File: config.mk
export PLATFORM = sky130hd
export DESIGN_NAME = pce_event_core
export DESIGN_NICKNAME = d
export VERILOG_FILES = /design/src/hw/pce_pkg.sv /design/src/hw/pce_counter.sv /design/src/hw/pce_fetch_tracker.sv /design/src/hw/pce_event_core.sv
export VERILOG_INCLUDE_DIRS = /design/src /design/src/hw
export SDC_FILE = /design/constraint.sdc
export NUM_CORES = 1
export LEC_CHECK = 0
export BUFFER_PORTS_ARGS = -buffer_cell sky130_fd_sc_hd__buf_2
export CAP_MARGIN = 15
export CORE_ASPECT_RATIO = 1.4
export CORE_MARGIN = 2
export CORE_UTILIZATION = 50
export CTS_CLUSTER_SIZE = 28
export DETAILED_ROUTE_END_ITERATION = 8
export GPL_TIMING_DRIVEN = 0
export HOLD_SLACK_MARGIN = 0.1
export PLACE_DENSITY = 0.82
export SETUP_SLACK_MARGIN = 0.15
export SLEW_MARGIN = 15
export SYNTH_ARGS = -nofsm -noshare
export SYNTH_HDL_FRONTEND = slang
export SYNTH_HIERARCHICAL = 1
export SYNTH_SLANG_ARGS = --single-unit
File: constraint.sdc
create_clock -name i_clk_sys -period 5.1 [get_ports i_clk_sys]
set_input_delay 0.51 -clock i_clk_sys [delete_from_list [all_inputs] [get_ports i_clk_sys]]
set_output_delay 0.51 -clock i_clk_sys [all_outputs]
set_load 0.01 [all_outputs]
File: src/hw/pce_regs.svh
`ifndef PCE_REGS_SVH
`define PCE_REGS_SVH
`define PCE_EV_CLK        8'h3c
`define PCE_EV_ICACHE     8'h80
`define PCE_EV_OFFCORE    8'hb7
`define PCE_EV_INST       8'hc0
`define PCE_EV_UOPS       8'hc2
`define PCE_EV_CLEAR      8'hc3
`define PCE_EV_BR         8'hc4
`define PCE_EV_MISP       8'hc5
`define PCE_UM_00         8'h00
`define PCE_UM_01         8'h01
`define PCE_UM_02         8'h02
`define PCE_UM_03         8'h03
`define PCE_UM_04         8'h04
`define PCE_UM_08         8'h08
`define PCE_UM_10         8'h10
`define PCE_UM_7E         8'h7e
`define PCE_UM_BF         8'hbf
`define PCE_UM_EB         8'heb
`define PCE_UM_F7         8'hf7
`define PCE_UM_F9         8'hf9
`define PCE_UM_FB         8'hfb
`define PCE_UM_FD         8'hfd
`define PCE_UM_FE         8'hfe
`define PCE_CNT_RESET     48'h000000000000
`define PCE_FILT_RESET    16'h0000
`endif

File: src/hw/pce_pkg.sv
package pce_pkg;
    typedef enum logic [3:0] {
        PCE_BR_NONE,
        PCE_BR_COND,
        PCE_BR_FAR,
        PCE_BR_NEAR_IND_JMP,
        PCE_BR_NEAR_IND_CALL,
        PCE_BR_NEAR_REL_CALL,
        PCE_BR_NEAR_RETURN,
        PCE_BR_NEAR_REL_JMP
    } pce_branch_type;
    typedef enum logic [1:0] {
        PCE_FT_IDLE,
        PCE_FT_MISS_PENDING
    } pce_fetch_state_type;
endpackage : pce_pkg

File: src/hw/pce_counter.sv
`timescale 1ns/100ps
`include "pce_regs.svh"
module pce_counter
    import pce_pkg::*;
#(
    parameter int WIDTH = 48
) (
    input  wire logic             i_clk_sys,
    input  wire logic             i_reset_n,
    input  wire logic             i_clear,
    input  wire logic [3:0]       i_inc,
    output logic      [WIDTH-1:0] o_count
);
    always_ff @(posedge i_clk_sys) begin
        if (!i_reset_n || i_clear) begin
            o_count <= WIDTH'(`PCE_CNT_RESET);
        end else begin
            o_count <= o_count + WIDTH'(i_inc);
        end
    end
endmodule : pce_counter

File: src/hw/pce_fetch_tracker.sv
`timescale 1ns/100ps
`include "pce_regs.svh"
module pce_fetch_tracker
    import pce_pkg::*;
(
    input  wire logic i_clk_sys,
    input  wire logic i_reset_n,
    input  wire logic i_fetch_valid,
    input  wire logic i_fetch_hit,
    input  wire logic i_fetch_uncacheable,
    input  wire logic i_miss_return,
    output logic      o_fetch_hit,
    output logic      o_fetch_any,
    output logic      o_fetch_miss
);
    pce_fetch_state_type state;
    pce_fetch_state_type next_state;
    logic                new_miss;

    // a miss stays outstanding until its fill; only its first cycle counts
    assign new_miss = i_fetch_valid && (!i_fetch_hit || i_fetch_uncacheable)
                      && (state == PCE_FT_IDLE);

    always_comb begin
        next_state = state;
        case (state)
            PCE_FT_IDLE:         if (new_miss) next_state = PCE_FT_MISS_PENDING;
            PCE_FT_MISS_PENDING: if (i_miss_return) next_state = PCE_FT_IDLE;
            default:             next_state = PCE_FT_IDLE;
        endcase
    end

    always_ff @(posedge i_clk_sys) begin
        if (!i_reset_n) state <= PCE_FT_IDLE;
        else state <= next_state;
    end

    always_ff @(posedge i_clk_sys) begin
        if (!i_reset_n) begin
            o_fetch_hit  <= 1'b0;
            o_fetch_any  <= 1'b0;
            o_fetch_miss <= 1'b0;
        end else begin
            o_fetch_hit  <= i_fetch_valid && i_fetch_hit && !i_fetch_uncacheable;
            o_fetch_any  <= i_fetch_valid && state == PCE_FT_IDLE;
            o_fetch_miss <= new_miss;
        end
    end
endmodule : pce_fetch_tracker

File: src/hw/pce_event_core.sv
`timescale 1ns/100ps
`include "pce_regs.svh"
module pce_event_core
    import pce_pkg::*;
#(
    parameter int WIDTH    = 48,
    parameter int NUM_PROG = 2
) (
    input  wire logic                     i_clk_sys,
    input  wire logic                     i_reset_n,
    input  wire logic                     i_halted,
    input  wire logic                     i_ref_tick,
    input  wire logic                     i_fetch_valid,
    input  wire logic                     i_fetch_hit,
    input  wire logic                     i_fetch_uncacheable,
    input  wire logic                     i_miss_return,
    input  wire logic                     i_offcore_valid,
    input  wire logic [15:0]              i_offcore_attr,
    input  wire logic [1:0]               i_instr_retired,
    input  wire logic [1:0]               i_uops_retired,
    input  wire logic [1:0]               i_uops_rom_retired,
    input  wire logic                     i_clear_smc,
    input  wire logic                     i_clear_order,
    input  wire logic                     i_clear_fp,
    input  wire logic                     i_clear_other,
    input  wire logic                     i_branch_retired,
    input  wire pce_branch_type           i_branch_type,
    input  wire logic                     i_branch_pred_taken,
    input  wire logic                     i_branch_mispredicted,
    input  wire logic [NUM_PROG*8-1:0]    i_event_code,
    input  wire logic [NUM_PROG*8-1:0]    i_unit_mask,
    input  wire logic [15:0]              i_offcore_filter_a,
    input  wire logic [15:0]              i_offcore_filter_b,
    input  wire logic [NUM_PROG-1:0]      i_prog_clear,
    input  wire logic [2:0]               i_fixed_clear,
    output logic      [NUM_PROG*WIDTH-1:0] o_prog_count,
    output logic      [WIDTH-1:0]         o_instr_retired_fixed,
    output logic      [WIDTH-1:0]         o_unhalted_core_cycles_fixed,
    output logic      [WIDTH-1:0]         o_unhalted_ref_cycles_fixed
);
    logic fetch_hit;
    logic fetch_any;
    logic fetch_miss;
    logic unhalted_core;
    logic unhalted_ref;
    logic match_a;
    logic match_b;
    logic any_clear;
    logic br_cond;
    logic br_ind;
    logic br_call;

    pce_fetch_tracker u_fetch (
        .i_clk_sys           (i_clk_sys),
        .i_reset_n           (i_reset_n),
        .i_fetch_valid       (i_fetch_valid),
        .i_fetch_hit         (i_fetch_hit),
        .i_fetch_uncacheable (i_fetch_uncacheable),
        .i_miss_return       (i_miss_return),
        .o_fetch_hit         (fetch_hit),
        .o_fetch_any         (fetch_any),
        .o_fetch_miss        (fetch_miss)
    );

    assign unhalted_core = !i_halted;
    // ref tick comes from a fixed-rate source, so frequency scaling never shows
    assign unhalted_ref  = i_ref_tick && !i_halted;
    // filter bits: request type in low byte, response in high; a match needs overlap in both bytes
    assign match_a = i_offcore_valid
                     && |(i_offcore_attr[7:0] & i_offcore_filter_a[7:0])
                     && |(i_offcore_attr[15:8] & i_offcore_filter_a[15:8]);
    assign match_b = i_offcore_valid
                     && |(i_offcore_attr[7:0] & i_offcore_filter_b[7:0])
                     && |(i_offcore_attr[15:8] & i_offcore_filter_b[15:8]);
    // interrupts and faults also clear, so the total exceeds the three causes
    assign any_clear = i_clear_smc || i_clear_order || i_clear_fp || i_clear_other;
    assign br_cond = i_branch_retired && i_branch_type == PCE_BR_COND;
    assign br_ind  = i_branch_retired && (i_branch_type == PCE_BR_NEAR_IND_JMP
                     || i_branch_type == PCE_BR_NEAR_IND_CALL);
    assign br_call = i_branch_retired && (i_branch_type == PCE_BR_NEAR_IND_CALL
                     || i_branch_type == PCE_BR_NEAR_REL_CALL);

    function automatic logic [3:0] select_event(input logic [7:0] code,
                                                input logic [7:0] mask);
        logic [3:0] inc;
        inc = 4'h0;
        case (code)
            `PCE_EV_CLK: begin
                if (mask == `PCE_UM_00) inc = {3'h0, unhalted_core};
                else if (mask == `PCE_UM_01) inc = {3'h0, unhalted_ref};
            end
            `PCE_EV_ICACHE: begin
                if (mask == `PCE_UM_01) inc = {3'h0, fetch_hit};
                else if (mask == `PCE_UM_02) inc = {3'h0, fetch_miss};
                else if (mask == `PCE_UM_03) inc = {3'h0, fetch_any};
            end
            `PCE_EV_OFFCORE: begin
                if (mask == `PCE_UM_01) inc = {3'h0, match_a};
                else if (mask == `PCE_UM_02) inc = {3'h0, match_b};
            end
            `PCE_EV_INST: begin
                if (mask == `PCE_UM_00) inc = {2'h0, i_instr_retired};
            end
            `PCE_EV_UOPS: begin
                if (mask == `PCE_UM_01) inc = {2'h0, i_uops_rom_retired};
                else if (mask == `PCE_UM_10) inc = {2'h0, i_uops_retired};
            end
            `PCE_EV_CLEAR: begin
                case (mask)
                    `PCE_UM_01: inc = {3'h0, i_clear_smc};
                    `PCE_UM_02: inc = {3'h0, i_clear_order};
                    `PCE_UM_04: inc = {3'h0, i_clear_fp};
                    `PCE_UM_08: inc = {3'h0, any_clear};
                    default:    inc = 4'h0;
                endcase
            end
            `PCE_EV_BR: begin
                case (mask)
                    `PCE_UM_00: inc = {3'h0, i_branch_retired};
                    `PCE_UM_7E: inc = {3'h0, br_cond};
                    `PCE_UM_BF: inc = {3'h0, i_branch_retired
                                       && i_branch_type == PCE_BR_FAR};
                    `PCE_UM_EB: inc = {3'h0, br_ind};
                    `PCE_UM_F7: inc = {3'h0, i_branch_retired
                                       && i_branch_type == PCE_BR_NEAR_RETURN};
                    `PCE_UM_F9: inc = {3'h0, br_call};
                    `PCE_UM_FB: inc = {3'h0, i_branch_retired
                                       && i_branch_type == PCE_BR_NEAR_IND_CALL};
                    `PCE_UM_FD: inc = {3'h0, i_branch_retired
                                       && i_branch_type == PCE_BR_NEAR_REL_CALL};
                    `PCE_UM_FE: inc = {3'h0, br_cond && i_branch_pred_taken};
                    default:    inc = 4'h0;
                endcase
            end
            `PCE_EV_MISP: begin
                if (mask == `PCE_UM_00)
                    inc = {3'h0, i_branch_retired && i_branch_mispredicted};
            end
            default: inc = 4'h0;
        endcase
        return inc;
    endfunction : select_event

    genvar g;
    generate
        for (g = 0; g < NUM_PROG; g++) begin : g_prog
            logic [3:0] inc;
            // a plain assign would miss pulses that are read only inside the function
            always_comb begin
                inc = select_event(i_event_code[g*8 +: 8], i_unit_mask[g*8 +: 8]);
            end
            pce_counter #(.WIDTH(WIDTH)) u_cnt (
                .i_clk_sys (i_clk_sys),
                .i_reset_n (i_reset_n),
                .i_clear   (i_prog_clear[g]),
                .i_inc     (inc),
                .o_count   (o_prog_count[g*WIDTH +: WIDTH])
            );
        end
    endgenerate

    // fixed counters need no selection and mirror the programmable conditions
    pce_counter #(.WIDTH(WIDTH)) u_fix0 (
        .i_clk_sys (i_clk_sys),
        .i_reset_n (i_reset_n),
        .i_clear   (i_fixed_clear[0]),
        .i_inc     ({2'h0, i_instr_retired}),
        .o_count   (o_instr_retired_fixed)
    );
    pce_counter #(.WIDTH(WIDTH)) u_fix1 (
        .i_clk_sys (i_clk_sys),
        .i_reset_n (i_reset_n),
        .i_clear   (i_fixed_clear[1]),
        .i_inc     ({3'h0, unhalted_core}),
        .o_count   (o_unhalted_core_cycles_fixed)
    );
    pce_counter #(.WIDTH(WIDTH)) u_fix2 (
        .i_clk_sys (i_clk_sys),
        .i_reset_n (i_reset_n),
        .i_clear   (i_fixed_clear[2]),
        .i_inc     ({3'h0, unhalted_ref}),
        .o_count   (o_unhalted_ref_cycles_fixed)
    );

    // watch counter zero; the bench walks it through every listed pair
    logic             live0;
    logic [15:0]      pair0;
    logic [WIDTH-1:0] cnt0;
    pce_branch_type   ret_kind;
    assign live0    = i_reset_n && !i_prog_clear[0];
    assign pair0    = {i_event_code[7:0], i_unit_mask[7:0]};
    assign cnt0     = o_prog_count[WIDTH-1:0];
    assign ret_kind = i_branch_retired ? i_branch_type : PCE_BR_NONE;
endmodule : pce_event_core

Word-level counts from Yosys, hierarchy flattened
Cells that the tools add are included.

storage, ports and cells
  register bits after elaboration = 245
  bits of input ports = 111

operators by class
  $add $sub $neg = 5
  eq/ne operators = 53
  mux-type cells = 31
  bitwise logic cells = 4
  reduce and logical (&&, ||, !) cells = 42

operator list
  cell                                            number
  == test 8 bit (second input constant)           28
  adder 48 x 1 -> 48 bit                          2
  adder 48 x 4 -> 48 bit                          2
  one-hot mux 4 bit (8 select lines)              2
  adder 48 x 2 -> 48 bit                          1
  bitwise AND 8 bit                               4
  == test 8 x 2 -> 1 bit (second input constant)  4
  OR reduction 8 bit                              4
  logical AND 1 bit                               19
  one-hot mux 1 bit (9 select lines)              2
  == test 8 x 1 -> 1 bit (second input constant)  2
  == test 8 x 3 -> 1 bit (second input constant)  2
  == test 8 x 4 -> 1 bit (second input constant)  2
  == test 8 x 5 -> 1 bit (second input constant)  2
  == test 8 x 6 -> 1 bit (second input constant)  2
  == test 8 x 7 -> 1 bit (second input constant)  2
  zero test 8 bit                                 2
  2-to-1 mux 1 bit                                16
  2-to-1 mux 2 bit                                8
  == test 4 x 3 -> 1 bit (second input constant)  3
  logical OR 1 bit                                11
  == test 4 x 2 -> 1 bit (second input constant)  2
  one-hot mux 1 bit (4 select lines)              2
  == test 4 x 1 -> 1 bit (second input constant)  1
  7 further kinds                                 10

Logic depth before layout (Yosys ltp)
  depth in word-level cells = 8
  depth in mapped cells = 14
  mapped depth without buffers = 12

Hierarchy
Netlist, hierarchy kept.

modules (own cells, without submodules)
  module                              times used  cells an instance  area each (um^2)  sequential area each (um^2)
  pce_counter at g_prog[0].u_cnt ...  4           261                2223.4            960.9
  pce_counter at u_fix0               1           270                2288.4            960.9
  pce_event_core                      1           177                1237.4            0.0
  pce_fetch_tracker                   1           12                 138.9             80.1

Worst setup path after synthesis
Ideal clock, no wire load.

  kind = input port to flip-flop
  start point = input i_unit_mask[9]
  end point = register g_prog[1].u_cnt.o_count[22]
  library setup time = 0.128 ns
  arrival = 3.336 ns
  data required time = 4.972 ns
  slack = 1.636 ns
  stages = 14
  path through = buf_2 > mux2_1 > a22oi_1 > o22ai_1 > a41oi_1 > nand4_1 > ha_1 > fa_1 > a211oi_1 > nor2_1 > nand3_2 > buf_2 > xor2_1 > nor2_1

between the ends
  longest elaborated chain between the ends = 6

ends and longest elaborated chain
  item                                    line                   text
  start, declared                         pce_event_core.sv:31   input wire logic [NUM_PROG*8-1:0] i_unit_mask,
  == test 8 x 2 -> 1 bit (no line)        n/a
  2-to-1 mux 1 bit                        pce_event_core.sv:95   else if (mask == `PCE_UM_03) inc = {3'h0, fetch_any};
  2-to-1 mux 1 bit                        pce_event_core.sv:94   else if (mask == `PCE_UM_02) inc = {3'h0, fetch_miss};
  2-to-1 mux 1 bit                        pce_event_core.sv:93   if (mask == `PCE_UM_01) inc = {3'h0, fetch_hit};
  one-hot mux 4 bit (8 select lines) (*)  pce_event_core.sv:87   case (code)
  named net g_prog[1].inc[0]              pce_event_core.sv:147  logic [3:0] inc;
  adder 48 x 4 -> 48 bit (*)              pce_counter.sv:18      o_count <= o_count + WIDTH'(i_inc);
  end signal, assigned                    pce_counter.sv:16      o_count <= WIDTH'(`PCE_CNT_RESET);
  end signal, assigned                    pce_counter.sv:18
  end, declared                           pce_counter.sv:12      output logic [WIDTH-1:0] o_count

Mark *: on every way through the listed nets, which the timed path passes. The rest lies on a longest branch.
A chain may end at the register's enable or synchronous reset.

Worst setup path after layout
  start point = input i_clear_smc
  end point = register g_prog[1].u_cnt.o_count[22]

between the ends
  longest elaborated chain between the ends = 6

ends and longest elaborated chain
  item                                    line                   text
  start, declared                         pce_event_core.sv:22   input wire logic i_clear_smc,
  logical OR 1 bit (3 in a row)           pce_event_core.sv:76   assign any_clear = i_clear_smc || i_clear_order || i_clear_fp || i_clear_other;
  one-hot mux 1 bit (4 select lines) (*)  pce_event_core.sv:109  case (mask)
  one-hot mux 4 bit (8 select lines) (*)  pce_event_core.sv:87
  named net g_prog[1].inc[0]              pce_event_core.sv:147
  adder 48 x 4 -> 48 bit (*)              pce_counter.sv:18

Marks and branches as above.

==> key figures <==
Status
  • Outcome: completed

Timing
  • Final setup vio count: 0
  • F_max: 0.264 GHz
  • Max transition margin: 53.7%
  • Final WS setup: 1.31 ns
  • RSZ-0062 raised after global routing: no
  • Period utilisation layout: about three quarters
  • Final min period: 3.79 ns
  • Setup TNS: 0 ns
  • Endpoints failing hold: 0
  • Worst Max-Slew Pin Slew: 0.695 ns
  • Slew Limit Fails: 0
  • Clock skew: 0.0101 ns

Worst setup path
  • Critical Path, Cell by Cell: buf_2 -> nor4_2 -> nor3b_1 -> o311a_1 -> o221ai_1 -> nand4_1 -> ha_1 -> fa_1 -> a211oi_1 -> nor2_1 -> nand3_2 -> buf_2 -> xor2_1 -> nor2_1
  • CP startpoint kind: input port
  • Slowest stage delay, CP: 0.59 ns
  • Sum of buffers and inverters on the critical path: 2
  • Crit-path max FO: 10
  • Slowest stage cell on the critical path: a211oi_1
  • Worst setup EP type: register
  • Worst EP required: 5.49 ns
  • WP data arrival: 4.18 ns
  • Crit Path Category: in -> reg
  • Crit-path leading delay family: simple AND/OR/NAND/NOR gates

Synthesis
  • Cell variety after synth: 67
  • Number of flops mapped to enable cells by yosys: 0
  • #FFs+latches synth: 244
  • Post-synth top area share: 38.9%
  • Synth area leader: dfxtp_1
  • Part of the Yosys area used for sequential elements: 38.9%
  • Synth Instances: 1503
  • Async SR Flop Fraction: 0%
  • Mean post-synth cell area: around 8.4 µm²
  • Synth area leaders: dfxtp_1 39%, xor2_1 4.9%, nor2_1 4.8%
  • Synth Flop Type: dfxtp_1
  • Ys Warns: 6
  • Synth Cell Area: 12600 µm²

Clock tree
  • Total CTS buffers: 25
  • Clock Path Buffers: 3
  • Clock slew at reported path FFs: roughly 0.060 ns
  • Clock Latency Late Sink: 0.52 ns
  • CTS tree: yes
  • Setup bufs post-CTS: 0
  • H-tree depth: 1
  • CTS resizes: 0
  • Cts hold-fix bufs: 0
  • Root buf cell: clkbuf_16
  • # clock sinks: 244

Power
  • Peak supply drop: 249 µV
  • Pwr Density: 268 nW/µm²
  • P_leak: 6.06 nW

Floorplan
  • Starting Density: between 50% and 60%
  • Row cnt: 68
  • Die area: 26400 µm²
  • Ports: 351
  • Core area: around 25000 µm²
  • Die Y: approximately 190 µm
  • Die X: 138 µm

Finish
  • Register Area: 4880 µm²
  • Syn-to-layout area delta: 24.5%
  • # fillers: 2103
  • Share of cells above drive strength 1: 23.4%
  • Net count, final: 2024
  • Multi-input logic area: ~7300 µm²

Route
  • Remaining DRCs: 0
  • Final wirelength: 38.7 mm
  • Average vias per placed instance: approximately 6
  • Post-route ant nets: 0
  • DR vias: roughly 13000
  • First-pass detailed-route iteration total: 5
  • Drt first-iter violations: 684
  • Routed WL per cell: 17.4 µm

Placed design
  • Port Buffers: 345
  • Dpl ws: 0.813 ns
  • GP Congestion: 0.908
  • Detailed Place HPWL: 29.2 mm

GRT
  • Largest net degree at the start of global routing: 16
  • First-pass GRT wire length: 59.9 mm
  • Vias in the first global route: 12100
  • Total gr overflow: 0
  • Antenna violations before repair: 9
  • GRT Overall Usage: 28.0%

Flow run
  • Max_cap viols: 0

Worst hold path
  • Worst hold path type: in -> reg
-- synth_stat cells, types with 6 or more instances --
cell,number
o22ai_1,8
nor4_4,9
dfxtp_1,244
nor3b_1,7
or3_1,74
nand4_2,6
ha_1,20
nor2_1,160
nor3_1,30
nand4_1,87
nor2b_1,19
and2_1,13
nand2_1,110
inv_1,40
clkbuf_1,38
nand2b_1,9
or4_1,22
a211oi_1,10
and4_1,20
o21ai_0,92
o31ai_1,22
and3_1,26
nor4b_1,14
buf_2,15
xor2_1,70
nand3_1,67
a21oi_1,116
nor4_1,12
a22oi_1,20
xnor2_1,52
-- layout by cell type, fill, tap and decap left out, types with 12 or more instances in the layout --
master	instances
conb_1	14
nand2_1	110
xor2_1	70
clkbuf_1	38
dfxtp_1	244
nand3_1	67
inv_1	40
buf_2	360
nand4_1	87
xnor2_1	52
clkbuf_16	25
nor4b_1	14
or4_1	22
or3_1	74
o21ai_0	92
a22oi_1	20
nor3_1	30
nor2_1	160
a21oi_1	116
o31ai_1	22
nor4_1	12
and4_1	20
nor2b_1	19
ha_1	20
and2_1	13
and3_1	26
-- flip-flops by register name, summed over array words and instances (netlist names) --
name	cells
u_fix1/o_count	48
u_fetch/o_fetch_any	1
u_fetch/o_fetch_miss	1
u_fix2/o_count	48
u_fix0/o_count	48
g_prog.u_cnt/o_count	96
u_fetch/state	1
u_fetch/o_fetch_hit	1
-- cell type report --
cell class / instances / share of cell area (%)
tap: 315 / 2.52
sequential: 244 / 31.2
antenna: 6 / 0.0960
multi-input combinational: 1178 / 47.0
clock inverter: 19 / 1.64
timing repair buffer: 345 / 11.0
clock buffer: 26 / 4.09
inverter: 40 / 0.960
buffer: 54 / 1.46
-- final timing paths --
check / cells past startpoint / slack (ns) / end / startpoint
setup / recovery: 14 / 1.31 / g_prog[1].u_cnt/o_count[22]$_SDFF_PP0_ / i_clear_smc
hold reg to reg: 1 / 0.48 / u_fetch/o_fetch_any$_SDFF_PN0_ / u_fetch/state[0]$_SDFFE_PN0P_
setup reg to reg: 13 / 1.32 / g_prog[1].u_cnt/o_count[22]$_SDFF_PP0_ / u_fetch/o_fetch_any$_SDFF_PN0_
hold / removal: 3 / 0.27 / u_fetch/o_fetch_any$_SDFF_PN0_ / i_fetch_valid
-- per-layer routing --
metal | GRT usage [%] | wire length [µm] | vias up
met5 | 0 | 44 | -
met4 | 12.7 | 1800 | 8
met3 | 5.99 | 3080 | 116
met2 | 49.2 | 19200 | 568
met1 | 32.1 | 14600 | 6216
li1 | - | - | 6270
-- worst register-to-register path, stage by stage (launching register included) --
cell and delay (ns):
dfxtp_1 0.31, mux2_1 0.29, a22oi_1 0.20, o22ai_1 0.11, a41oi_1 0.21, nand4_1 0.19
ha_1 0.28, fa_1 0.43, a211oi_1 0.59, nor2_1 0.35, nand3_2 0.24, buf_2 0.25
xor2_1 0.17, nor2_1 0.05
-- cells by family (layout without fill, tap and decap cells) --
| family | Yosys count | count (layout) | share of synthesized area (%) |
|---|---|---|---|
| adders and majority gates | 25 | 25 | 2.79 |
| AOI/OAI and AO/OA | 294 | 294 | 13.6 |
| muxes | 3 | 3 | 0.259 |
| and+or+nand+nor | 720 | 720 | 32.8 |
| xor gates and xnor gates | 122 | 122 | 8.51 |
| buffers and inverters | 94 | 484 | 3.02 |
| DFF | 244 | 244 | 38.9 |
| other | 1 | 20 | 0.0299 |
-- stage by stage --
| step | hold slack (ns) | cells | power (W) | util [%] | instance area (µm²) |
|---|---|---|---|---|---|
| floorplan | 0.432 | 1516 | 0.00210 | - | 12600 |
| finish | 0.275 | 2227 | 0.00419 | 63.4 | 15600 |
| global route | 0.293 | 2225 | 0.00432 | 63.4 | 15600 |
| CTS | 0.252 | 2221 | 0.00421 | 63.3 | 15600 |
| global placement | 0.458 | 2176 | 0.00221 | 59.7 | 14700 |
| detailed placement | 0.459 | 2176 | 0.00221 | 59.7 | 14700 |
-- power by group --
part	switching, W	internal, W	leakage, nW	total [W]
Clock	0.000795	0.00122	0.440	0.00201
Combinational	0.000155	0.0000954	3.65	0.000250
Sequential	0.00000873	0.00192	1.97	0.00192
Total	0.000958	0.00323	6.06	0.00419
Power figures use the tool's default switching activity.
